==> config.mk <==
export PLATFORM = sky130hd
export DESIGN_NAME = asc_ctrl
export DESIGN_NICKNAME = d
export VERILOG_FILES = /design/src/hw/asc_pkg.sv /design/src/hw/asc_ctrl.sv /design/src/hw/asc_byte_rx.sv /design/src/hw/asc_word_tx.sv
export SDC_FILE = /design/constraint.sdc
export NUM_CORES = 1
export LEC_CHECK = 0
export ABC_AREA = 1
export BUFFER_PORTS_ARGS = -buffer_cell sky130_fd_sc_hd__buf_2
export CAP_MARGIN = 20
export CORE_UTILIZATION = 33
export CTS_CLUSTER_DIAMETER = 150
export DETAILED_ROUTE_END_ITERATION = 6
export GPL_TIMING_DRIVEN = 0
export PLACE_DENSITY = 0.61
export SYNTH_ARGS = -nofsm -noshare
export SYNTH_HDL_FRONTEND = slang
export SYNTH_SLANG_ARGS = --single-unit
==> constraint.sdc <==
create_clock -name clk -period 4.9 [get_ports clk]
set_input_delay 0.49 -clock clk [delete_from_list [all_inputs] [get_ports clk]]
set_output_delay 0.49 -clock clk [all_outputs]
set_load 0.02 [all_outputs]
==> src/hw/asc_pkg.sv <==
package asc_pkg;

   // ****************************************
   // command byte selectors
   // ****************************************
   localparam logic [7:0] CONV_SEL_MASK  = 8'h80;
   localparam logic [7:0] CONV_SEL_VAL   = 8'h80;
   localparam logic [7:0] SETUP_SEL_MASK = 8'hC0;
   localparam logic [7:0] SETUP_SEL_VAL  = 8'h40;
   localparam logic [7:0] AVG_SEL_MASK   = 8'hE0;
   localparam logic [7:0] AVG_SEL_VAL    = 8'h20;
   localparam logic [7:0] RST_SEL_MASK   = 8'hF0;
   localparam logic [7:0] RST_SEL_VAL    = 8'h10;

   // ****************************************
   // field positions
   // ****************************************
   localparam int CLK_MODE_HI  = 5;
   localparam int CLK_MODE_LO  = 4;
   localparam int REF_SEL_HI   = 3;
   localparam int REF_SEL_LO   = 2;
   localparam int PAIR_SEL_HI  = 1;
   localparam int PAIR_SEL_LO  = 0;
   localparam int RST_KEEP_CFG = 3;
   localparam int AVG_ON_BIT   = 4;
   localparam int SCAN_HI      = 2;
   localparam int SCAN_LO      = 1;

   // ****************************************
   // codes and reset values
   // ****************************************
   localparam logic [1:0] CLK_INT_AUTO  = 2'b00;
   localparam logic [1:0] CLK_INT_PIN   = 2'b01;
   localparam logic [1:0] CLK_INT_FREE  = 2'b10;
   localparam logic [1:0] CLK_SERIAL    = 2'b11;
   localparam logic [1:0] REF_INT_AUTO  = 2'b00;
   localparam logic [1:0] REF_INT_ON    = 2'b10;
   localparam logic [1:0] REF_EXT_DIFF  = 2'b11;
   localparam logic [1:0] SCAN_REPEAT   = 2'b10;
   localparam logic [7:0] SETUP_RESET   = 8'h20;
   localparam logic [7:0] CFG_RESET     = 8'h00;
   // kelvin to celsius in eighths of a degree
   localparam logic [11:0] TEMP_OFFSET  = 12'h889;

endpackage

==> src/hw/asc_ctrl.sv <==
`timescale 1ns/1ns
// Notes on behaviour
// RULE1 - byte 01xxxxxx writes setup register
// RULE2 - clock codes 00/01/10 use internal clock
// RULE3 - code 11 converts on serial clock
// RULE4 - ref 00: internal, off after scan, wake-up
// RULE5 - ref 10: internal reference always on
// RULE6 - ref 01/11 external; 11 makes REF- pin
// RULE7 - pair select 00/01: no data byte
// RULE8 - pair select 10: next byte to unipolar
// RULE9 - pair select 11: next byte to bipolar
// RULE10 - clock mode 11 disables averaging
// RULE11 - scan 10 repeats the same channel
// RULE12 - reset bit one clears FIFO only
// RULE13 - reset bit zero restores all defaults
// RULE14 - power-up zeros, setup clock mode 10
// RULE15 - temperature is high minus low minus offset
// RULE16 - result: four zeros, ten bits, sub-bits
// RULE17 - temperature: four zeros, twelve bits
// RULE18 - input sampled on serial clock rise
// RULE19 - output changes on serial clock fall
// RULE20 - start by pin in 0x, by byte in 1x
// RULE21 - unipolar binary, bipolar two's complement
// RULE22 - bit 7 is pair 0/1, bit 0 pair 14/15
// RULE23 - unipolar wins when both marked
// RULE24 - host holds select low sixteen clocks
// RULE25 - bits counted from select fall, bytes of eight
module asc_ctrl (
   input  wire logic        clk,
   input  wire logic        rst_n,
   input  wire logic        ce,
   input  wire logic        cs_n_pin,
   input  wire logic        sclk_pin,
   input  wire logic        din_pin,
   input  wire logic        conversion_start_pin,
   input  wire logic        result_valid,
   input  wire logic [11:0] result_code,
   input  wire logic [3:0]  result_chan,
   input  wire logic        result_is_temp,
   input  wire logic [11:0] temp_high_bias,
   input  wire logic [11:0] temp_low_bias,
   output logic             dout,
   output logic [1:0]       clock_mode,
   output logic             use_serial_conv_clk,
   output logic             conversion_start_pin_as_analog_input,
   output logic             acq_timed_by_pin,
   output logic             ref_internal,
   output logic             ref_always_on,
   output logic             ref_wake_delay,
   output logic             neg_ref_pin_active,
   output logic [7:0]       unipolar_pair_config,
   output logic [7:0]       bipolar_pair_config,
   output logic [7:0]       bipolar_pairs_eff,
   output logic             averaging_on,
   output logic [7:0]       avg_config,
   output logic [7:0]       conv_config,
   output logic             repeat_channel,
   output logic             scan_start,
   output logic             fifo_clear
);

   // ****************************************
   // pin synchronisers
   // ****************************************
   logic [3:0] sync1_ff;
   logic [3:0] sync2_ff;
   logic       sclk_d_ff;
   logic       cnv_d_ff;
   logic       cs_n_s;
   logic       sclk_s;
   logic       din_s;
   logic       cnv_s;
   logic       sclk_rise;
   logic       sclk_fall;
   logic       cnv_rise;

   always_ff @(posedge clk or negedge rst_n) begin
      if (!rst_n) begin
         // idle pin levels, so no false start edge follows reset
         sync1_ff  <= 4'h9;
         sync2_ff  <= 4'h9;
         sclk_d_ff <= 1'b0;
         cnv_d_ff  <= 1'b1;
      end else if (ce) begin
         sync1_ff  <= {conversion_start_pin, din_pin, sclk_pin, cs_n_pin};
         sync2_ff  <= sync1_ff;
         sclk_d_ff <= sync2_ff[1];
         cnv_d_ff  <= sync2_ff[3];
      end
   end

   assign cs_n_s    = sync2_ff[0];
   assign sclk_s    = sync2_ff[1];
   assign din_s     = sync2_ff[2];
   assign cnv_s     = sync2_ff[3];
   assign sclk_rise = sclk_s & ~sclk_d_ff;
   assign sclk_fall = ~sclk_s & sclk_d_ff;
   // scan begins when the low pulse ends
   assign cnv_rise  = cnv_s & ~cnv_d_ff;

   // ****************************************
   // byte receive
   // ****************************************
   logic       byte_valid;
   logic [7:0] byte_data;

   asc_byte_rx u_rx (
      .clk        (clk),
      .rst_n      (rst_n),
      .ce         (ce),
      .cs_n       (cs_n_s),
      .sclk_rise  (sclk_rise),
      .din        (din_s),
      .byte_valid (byte_valid),
      .byte_data  (byte_data)
   );

   // ****************************************
   // command decode
   // ****************************************
   typedef enum logic [1:0] {ASC_CMD, ASC_UNI_DATA, ASC_BIP_DATA} asc_state_t;

   asc_state_t state_ff;
   asc_state_t nxt_state;
   logic [7:0] setup_ff;
   logic       is_conv;
   logic       is_setup;
   logic       is_avg;
   logic       is_rst;
   logic       cmd_byte;
   logic       soft_reset;

   function automatic logic sel_match(input logic [7:0] b, input logic [7:0] m,
                                      input logic [7:0] v);
      return (b & m) == v;
   endfunction

   assign cmd_byte   = byte_valid && (state_ff == ASC_CMD);
   assign is_conv    = cmd_byte && sel_match(byte_data, asc_pkg::CONV_SEL_MASK,
                                             asc_pkg::CONV_SEL_VAL);
   assign is_setup   = cmd_byte && sel_match(byte_data, asc_pkg::SETUP_SEL_MASK,
                                             asc_pkg::SETUP_SEL_VAL); // RULE1
   assign is_avg     = cmd_byte && sel_match(byte_data, asc_pkg::AVG_SEL_MASK,
                                             asc_pkg::AVG_SEL_VAL);
   assign is_rst     = cmd_byte && sel_match(byte_data, asc_pkg::RST_SEL_MASK,
                                             asc_pkg::RST_SEL_VAL);
   assign soft_reset = is_rst && !byte_data[asc_pkg::RST_KEEP_CFG]; // RULE13

   always_comb begin
      nxt_state = state_ff;
      unique case (state_ff)
         ASC_CMD: begin
            if (is_setup && byte_data[asc_pkg::PAIR_SEL_HI]) begin // RULE7
               nxt_state = byte_data[asc_pkg::PAIR_SEL_LO] ? ASC_BIP_DATA
                                                           : ASC_UNI_DATA;
            end
         end
         ASC_UNI_DATA,
         ASC_BIP_DATA: begin
            if (byte_valid) begin
               nxt_state = ASC_CMD;
            end
         end
      endcase
      // a frame ended early drops the expected data byte
      if (cs_n_s) begin // RULE24
         nxt_state = ASC_CMD;
      end
   end

   always_ff @(posedge clk or negedge rst_n) begin
      if (!rst_n) begin
         state_ff <= ASC_CMD;
      end else if (ce) begin
         state_ff <= nxt_state;
      end
   end

   // ****************************************
   // configuration registers
   // ****************************************
   always_ff @(posedge clk or negedge rst_n) begin
      if (!rst_n) begin
         setup_ff             <= asc_pkg::SETUP_RESET; // RULE14
         unipolar_pair_config <= asc_pkg::CFG_RESET;
         bipolar_pair_config  <= asc_pkg::CFG_RESET;
         avg_config           <= asc_pkg::CFG_RESET;
         conv_config          <= asc_pkg::CFG_RESET;
      end else if (ce) begin
         if (soft_reset) begin // RULE13
            setup_ff             <= asc_pkg::SETUP_RESET;
            unipolar_pair_config <= asc_pkg::CFG_RESET;
            bipolar_pair_config  <= asc_pkg::CFG_RESET;
            avg_config           <= asc_pkg::CFG_RESET;
            conv_config          <= asc_pkg::CFG_RESET;
         end else begin
            if (is_setup) begin
               setup_ff <= byte_data; // RULE1
            end
            if (byte_valid && state_ff == ASC_UNI_DATA) begin
               unipolar_pair_config <= byte_data; // RULE8
            end
            if (byte_valid && state_ff == ASC_BIP_DATA) begin
               bipolar_pair_config <= byte_data; // RULE9
            end
            if (is_avg) begin
               avg_config <= byte_data;
            end
            if (is_conv) begin
               conv_config <= byte_data;
            end
         end
      end
   end

   // ****************************************
   // decoded modes
   // ****************************************
   assign clock_mode            = setup_ff[asc_pkg::CLK_MODE_HI:asc_pkg::CLK_MODE_LO];
   assign use_serial_conv_clk   = clock_mode == asc_pkg::CLK_SERIAL; // RULE3
   assign conversion_start_pin_as_analog_input = clock_mode[1]; // RULE2
   assign acq_timed_by_pin      = clock_mode == asc_pkg::CLK_INT_PIN; // RULE2
   assign ref_internal          = !setup_ff[asc_pkg::REF_SEL_LO]; // RULE6
   assign ref_always_on = setup_ff[asc_pkg::REF_SEL_HI:asc_pkg::REF_SEL_LO]
                          == asc_pkg::REF_INT_ON; // RULE5
   assign ref_wake_delay = setup_ff[asc_pkg::REF_SEL_HI:asc_pkg::REF_SEL_LO]
                           == asc_pkg::REF_INT_AUTO; // RULE4
   assign neg_ref_pin_active = setup_ff[asc_pkg::REF_SEL_HI:asc_pkg::REF_SEL_LO]
                               == asc_pkg::REF_EXT_DIFF; // RULE6
   // unipolar marking takes precedence on a doubly marked pair
   assign bipolar_pairs_eff = bipolar_pair_config & ~unipolar_pair_config; // RULE23
   assign averaging_on = avg_config[asc_pkg::AVG_ON_BIT] && !use_serial_conv_clk; // RULE10
   assign repeat_channel = conv_config[asc_pkg::SCAN_HI:asc_pkg::SCAN_LO]
                           == asc_pkg::SCAN_REPEAT; // RULE11

   // ****************************************
   // scan start and fifo clear pulses
   // ****************************************
   always_ff @(posedge clk or negedge rst_n) begin
      if (!rst_n) begin
         scan_start <= 1'b0;
         fifo_clear <= 1'b0;
      end else if (ce) begin
         scan_start <= clock_mode[1] ? is_conv : cnv_rise; // RULE20
         fifo_clear <= is_rst; // RULE12
      end
   end

   // ****************************************
   // result framing
   // ****************************************
   logic [11:0] temp_celsius;
   logic        res_bipolar;
   logic [11:0] res_coded;
   logic [15:0] out_word;

   // pair index is channel / 2, msb of the register is pair zero
   function automatic logic pair_bit(input logic [7:0] r, input logic [3:0] ch);
      return r[3'h7 - ch[3:1]]; // RULE22
   endfunction

   assign temp_celsius = temp_high_bias - temp_low_bias - asc_pkg::TEMP_OFFSET; // RULE15
   assign res_bipolar  = pair_bit(bipolar_pairs_eff, result_chan);
   assign res_coded    = {result_code[11] ^ res_bipolar, result_code[10:0]}; // RULE21
   assign out_word     = result_is_temp ? {4'h0, temp_celsius}  // RULE17
                                        : {4'h0, res_coded};    // RULE16

   asc_word_tx u_tx (
      .clk       (clk),
      .rst_n     (rst_n),
      .ce        (ce),
      .load      (result_valid),
      .word      (out_word),
      .sclk_fall (sclk_fall),
      .cs_n      (cs_n_s),
      .dout      (dout)
   );
endmodule

==> src/hw/asc_byte_rx.sv <==
`timescale 1ns/1ns
module asc_byte_rx (
   input  wire logic       clk,
   input  wire logic       rst_n,
   input  wire logic       ce,
   input  wire logic       cs_n,
   input  wire logic       sclk_rise,
   input  wire logic       din,
   output logic            byte_valid,
   output logic [7:0]      byte_data
);

   logic [2:0] bit_cnt_ff;
   logic [6:0] shift_ff;

   // count restarts whenever chip select is high
   always_ff @(posedge clk or negedge rst_n) begin // RULE25
      if (!rst_n) begin
         bit_cnt_ff <= 3'h0;
         shift_ff   <= 7'h00;
         byte_valid <= 1'b0;
         byte_data  <= 8'h00;
      end else if (ce) begin
         byte_valid <= 1'b0;
         if (cs_n) begin
            bit_cnt_ff <= 3'h0;
         end else if (sclk_rise) begin // RULE18
            shift_ff   <= {shift_ff[5:0], din};
            bit_cnt_ff <= bit_cnt_ff + 3'h1;
            if (bit_cnt_ff == 3'h7) begin
               byte_valid <= 1'b1;
               byte_data  <= {shift_ff, din};
            end
         end
      end
   end

endmodule

==> src/hw/asc_word_tx.sv <==
`timescale 1ns/1ns
module asc_word_tx (
   input  wire logic        clk,
   input  wire logic        rst_n,
   input  wire logic        ce,
   input  wire logic        load,
   input  wire logic [15:0] word,
   input  wire logic        sclk_fall,
   input  wire logic        cs_n,
   output logic             dout
);

   logic [14:0] rest_ff;

   always_ff @(posedge clk or negedge rst_n) begin
      if (!rst_n) begin
         rest_ff <= 15'h0000;
         dout    <= 1'b0;
      end else if (ce) begin
         if (load) begin
            dout    <= word[15]; // RULE16
            rest_ff <= word[14:0];
         end else if (!cs_n && sclk_fall) begin // RULE19
            dout    <= rest_ff[14];
            rest_ff <= {rest_ff[13:0], 1'b0};
         end
      end
   end

endmodule

==> metrics.md <==
| Metric | Value |
|---|---|
| Status | `finished, final reports clean` |
| Reg-to-Reg Start | `state_ff[0]` |
| Worst Max-Slew Pin Slew | `0.445 ns` |
| R2r worst-path depth | `12` |
| Setup CP Type | `input port to flip-flop` |
| CTS tree | `yes` |
| Post-Place Setup Slack | `2.47 ns` |
| Hold Crit Class | `input port to async pin` |
| Max_cap viols | `0` |
| Hold WS | `0.0151 ns` |
| Global-route wire length before repair | `18200 microns` |
| VDD IR max | `0.175 mV` |
| Fraction of the yosys area taken by sequential cells | `45.6%` |
| Gpl congestion | `0.816` |
| Die Span X | `121 microns` |
| CTS Hold Bufs | `0` |
| Post-synth top area share | `42.3%` |
| Met1 WL | `5150 microns` |
| Worst-Skew Late Latency | `0.34 ns` |
| Crit path from | `temp_low_bias[1]` |
| Drt first pass iters | `4` |
| Overflow after GRT | `0` |
| Buffers & Inverters on Critical Path | `4` |
| Leakage power | `3.14 nW` |
| Antenna violations before repair | `0` |
| Mapped Area | `4680 sq um` |
| # DRC | `0` |
| Max-slew violations | `0` |
| Row count | `43` |
| Commonest cells after routing, fill and taps aside | `152 x nand2_1, 104 x buf_2, 100 x inv_1, 79 x dfrtp_1, 57 x nor2_1` |
| Slew headroom | `70.3%` |
| Syn nets | `674` |
| Detailed-route via count | `4007` |
| Number of flops mapped to enable cells by yosys | `0` |
| Initial Utilization | `33.7%` |
| Clock sinks | `85` |
| Port-buffer cells | `100` |
| Longest Clk Path Bufs | `2` |
| R2R setup slack | `3.06 ns` |
| RSZ-0062 raised after global routing | `no` |
| DR vias/cell | `4.48` |
| Nets | `786` |
| CP Capture Point | `u_tx.rest_ff[9]` |
| Clk slew on worst S/H paths | `0.07 ns` |
| Setup TNS | `0 ns` |
| Core Box Area | `13900 sq um` |
| Largest cells by area after synthesis | `dfrtp_1 42%, nand2_1 12%, inv_1 8.0%, ha_1 7.0%, nor2_1 4.6%` |
| Largest net degree at the start of global routing | `69` |
| Final Hold Vio Count | `0` |
| R2r endpoint | `conv_config[6]` |
| WL/cell | `11.6 microns` |
| CP Launch Type | `input port` |
| CP Depth | `15` |
| Share of layout cells above drive strength 1 | `21.7%` |
| Layout area overhead | `22.8%` |
| Yosys warns | `0` |
| Post-detailed-route count of antenna-violating nets | `0` |
| Post CTS Setup Buffer Count | `0` |
| Routed wl met2 | `4630 microns` |
| Max Used Layer | `met4` |
| Main flop type after synthesis | `dfrtp_1` |
| H-tree depth | `3` |
| CTS Root Cell | `clkbuf_16` |
| Num CTS Buffers | `9` |
| Final min period | `2.09 ns` |
| Max Fanout on Critical Path | `5` |
| Synth area leader | `dfrtp_1` |
| Ports | `103` |
| Die Ht | `121 microns` |
| CP Cell Sequence | `buf_2, inv_1, ha_1, ha_1, inv_1, fa_1, inv_1, nand3_1, nand3_1, nand4_1, nand2_1, nand2_1, nand3_1, nand2_1, a21oi_1` |
| Crit share post-route | `42.6%` |
| Max Freq | `0.479 GHz` |
| WL final | `10400 microns` |
| Pwr/cell area | `332 nW/um^2` |
| Met3 routed WL | `486 microns` |
| Dpl hpwl | `8050 microns` |
| Die area | `14700 sq um` |
| Antenna diodes | `0` |
| DRT iter0 DRCs | `248` |
| Syn Area/Cell | `7.82 sq um` |
| Number of global-route vias before repair | `3868` |
| Top delay family on crit path | `adder cells` |
| Setup-failing EPs final | `0` |
| Syn Inst Count | `598` |
| Count of cells resized by post-cts repair | `0` |
| Commonest non-fill, non-tap cell in the layout | `nand2_1` |
| Max Clock Skew | `0.00894 ns` |
| Crit path DAT | `2.35 ns` |
| Total track usage | `15.6%` |
| Async S/R FF share, synth | `100%` |
| Synth unique cells | `39` |
| Max stage delay on crit path | `0.36 ns` |
| CP required | `5.17 ns` |
| Crit end category | `flip-flop` |
| FF+latch count, synth | `85` |
| Fin worst setup slack | `2.81 ns` |
| Slowest cell on crit path | `fa_1` |
==> synthesized netlist by cell type (4+ instances only) <==
cell type	n
nand2_1	152
o211ai_1	4
ha_1	26
nor2_1	57
buf_2	5
clkbuf_1	5
buf_6	4
dfrtp_1	79
o21ai_2	5
inv_1	100
dfstp_2	6
o21ai_0	29
a21oi_1	27
nand3_1	31
o21ai_1	29
==> worst register-to-register path, cell delays in order (launching register included) <==
cell	delay [ns]
dfrtp_1	0.37
inv_1	0.07
ha_1	0.21
nand2_1	0.12
clkinv_2	0.09
nand2_2	0.08
nor3_4	0.05
nand2_4	0.11
inv_2	0.08
o21ai_2	0.27
buf_6	0.19
nand2_1	0.05
o21ai_1	0.07
==> stage by stage <==
step / utilization, % / power [mW] / cell area, sq um / cells
after global placement: 38.9 / 1.21 / 5400 / 878
after CTS: 41.4 / 1.93 / 5740 / 895
after floorplan: - / 1.10 / 4680 / 598
after detailed placement: 39.1 / 1.23 / 5430 / 879
final: 41.4 / 1.91 / 5740 / 895
after global routing: 41.4 / 2.03 / 5740 / 895
==> routing by layer <==
layer | vias to the layer above | track usage (%)
met3 | 12 | 3.24
met5 | - | 0
met4 | 0 | 4.63
li1 | 2117 | -
met2 | 77 | 24.9
met1 | 1801 | 21.3
==> sequential cells by signal (all words and copies together) (netlist names), 2 cells and up <==
| signal | flops |
|---|---|
| sync2_ff | 4 |
| avg_config | 8 |
| setup_ff | 4 |
| unipolar_pair_config | 8 |
| u_tx.rest_ff | 15 |
| bipolar_pair_config | 8 |
| conv_config | 8 |
| u_rx.byte_data | 8 |
| u_rx.shift_ff | 7 |
| state_ff | 2 |
| u_rx.bit_cnt_ff | 3 |
| sync1_ff | 4 |
==> how the worst min path moves through the flow <==
stage	start	slack, ns	to
CTS	rst_n	0.01	avg_config[7]
global placement	sync1_ff[1]	0.45	sync1_ff[1]
floorplan	rst_n	0.19	avg_config[0]
finish	rst_n	0.02	avg_config[7]
detailed placement	rst_n	0.38	avg_config[7]
global route	rst_n	0.02	conv_config[2]
==> layout make-up <==
cell class,count,area (sq um)
Clock buffer,10,239
Clock inverter,6,70.1
Sequential cell,85,2130
Fill cell,1476,8140
Inverter,104,392
Multi-Input combinational cell,392,2040
Buffer,17,108
Timing Repair Buffer,101,531
Tap cell,180,225
==> kinds of logic (layout without fill, tap and decap cells) <==
family                     Yosys count  after routing  synth area share (%)
xor gates and xnor gates             2              2                 0.375
DFF                                 85             85                  45.6
adders and majority gates           27             27                  7.38
buffers and inverters              121            238                  10.7
and+or+nand+nor                    258            258                  23.2
AOI/OAI and AO/OA                  105            105                  12.8
==> power breakdown <==
group	switching, mW	internal (mW)
clock	0.284	0.413
combinational	0.221	0.141
sequential	0.0573	0.789
total	0.563	1.34
(Power assumes the default switching activity.)
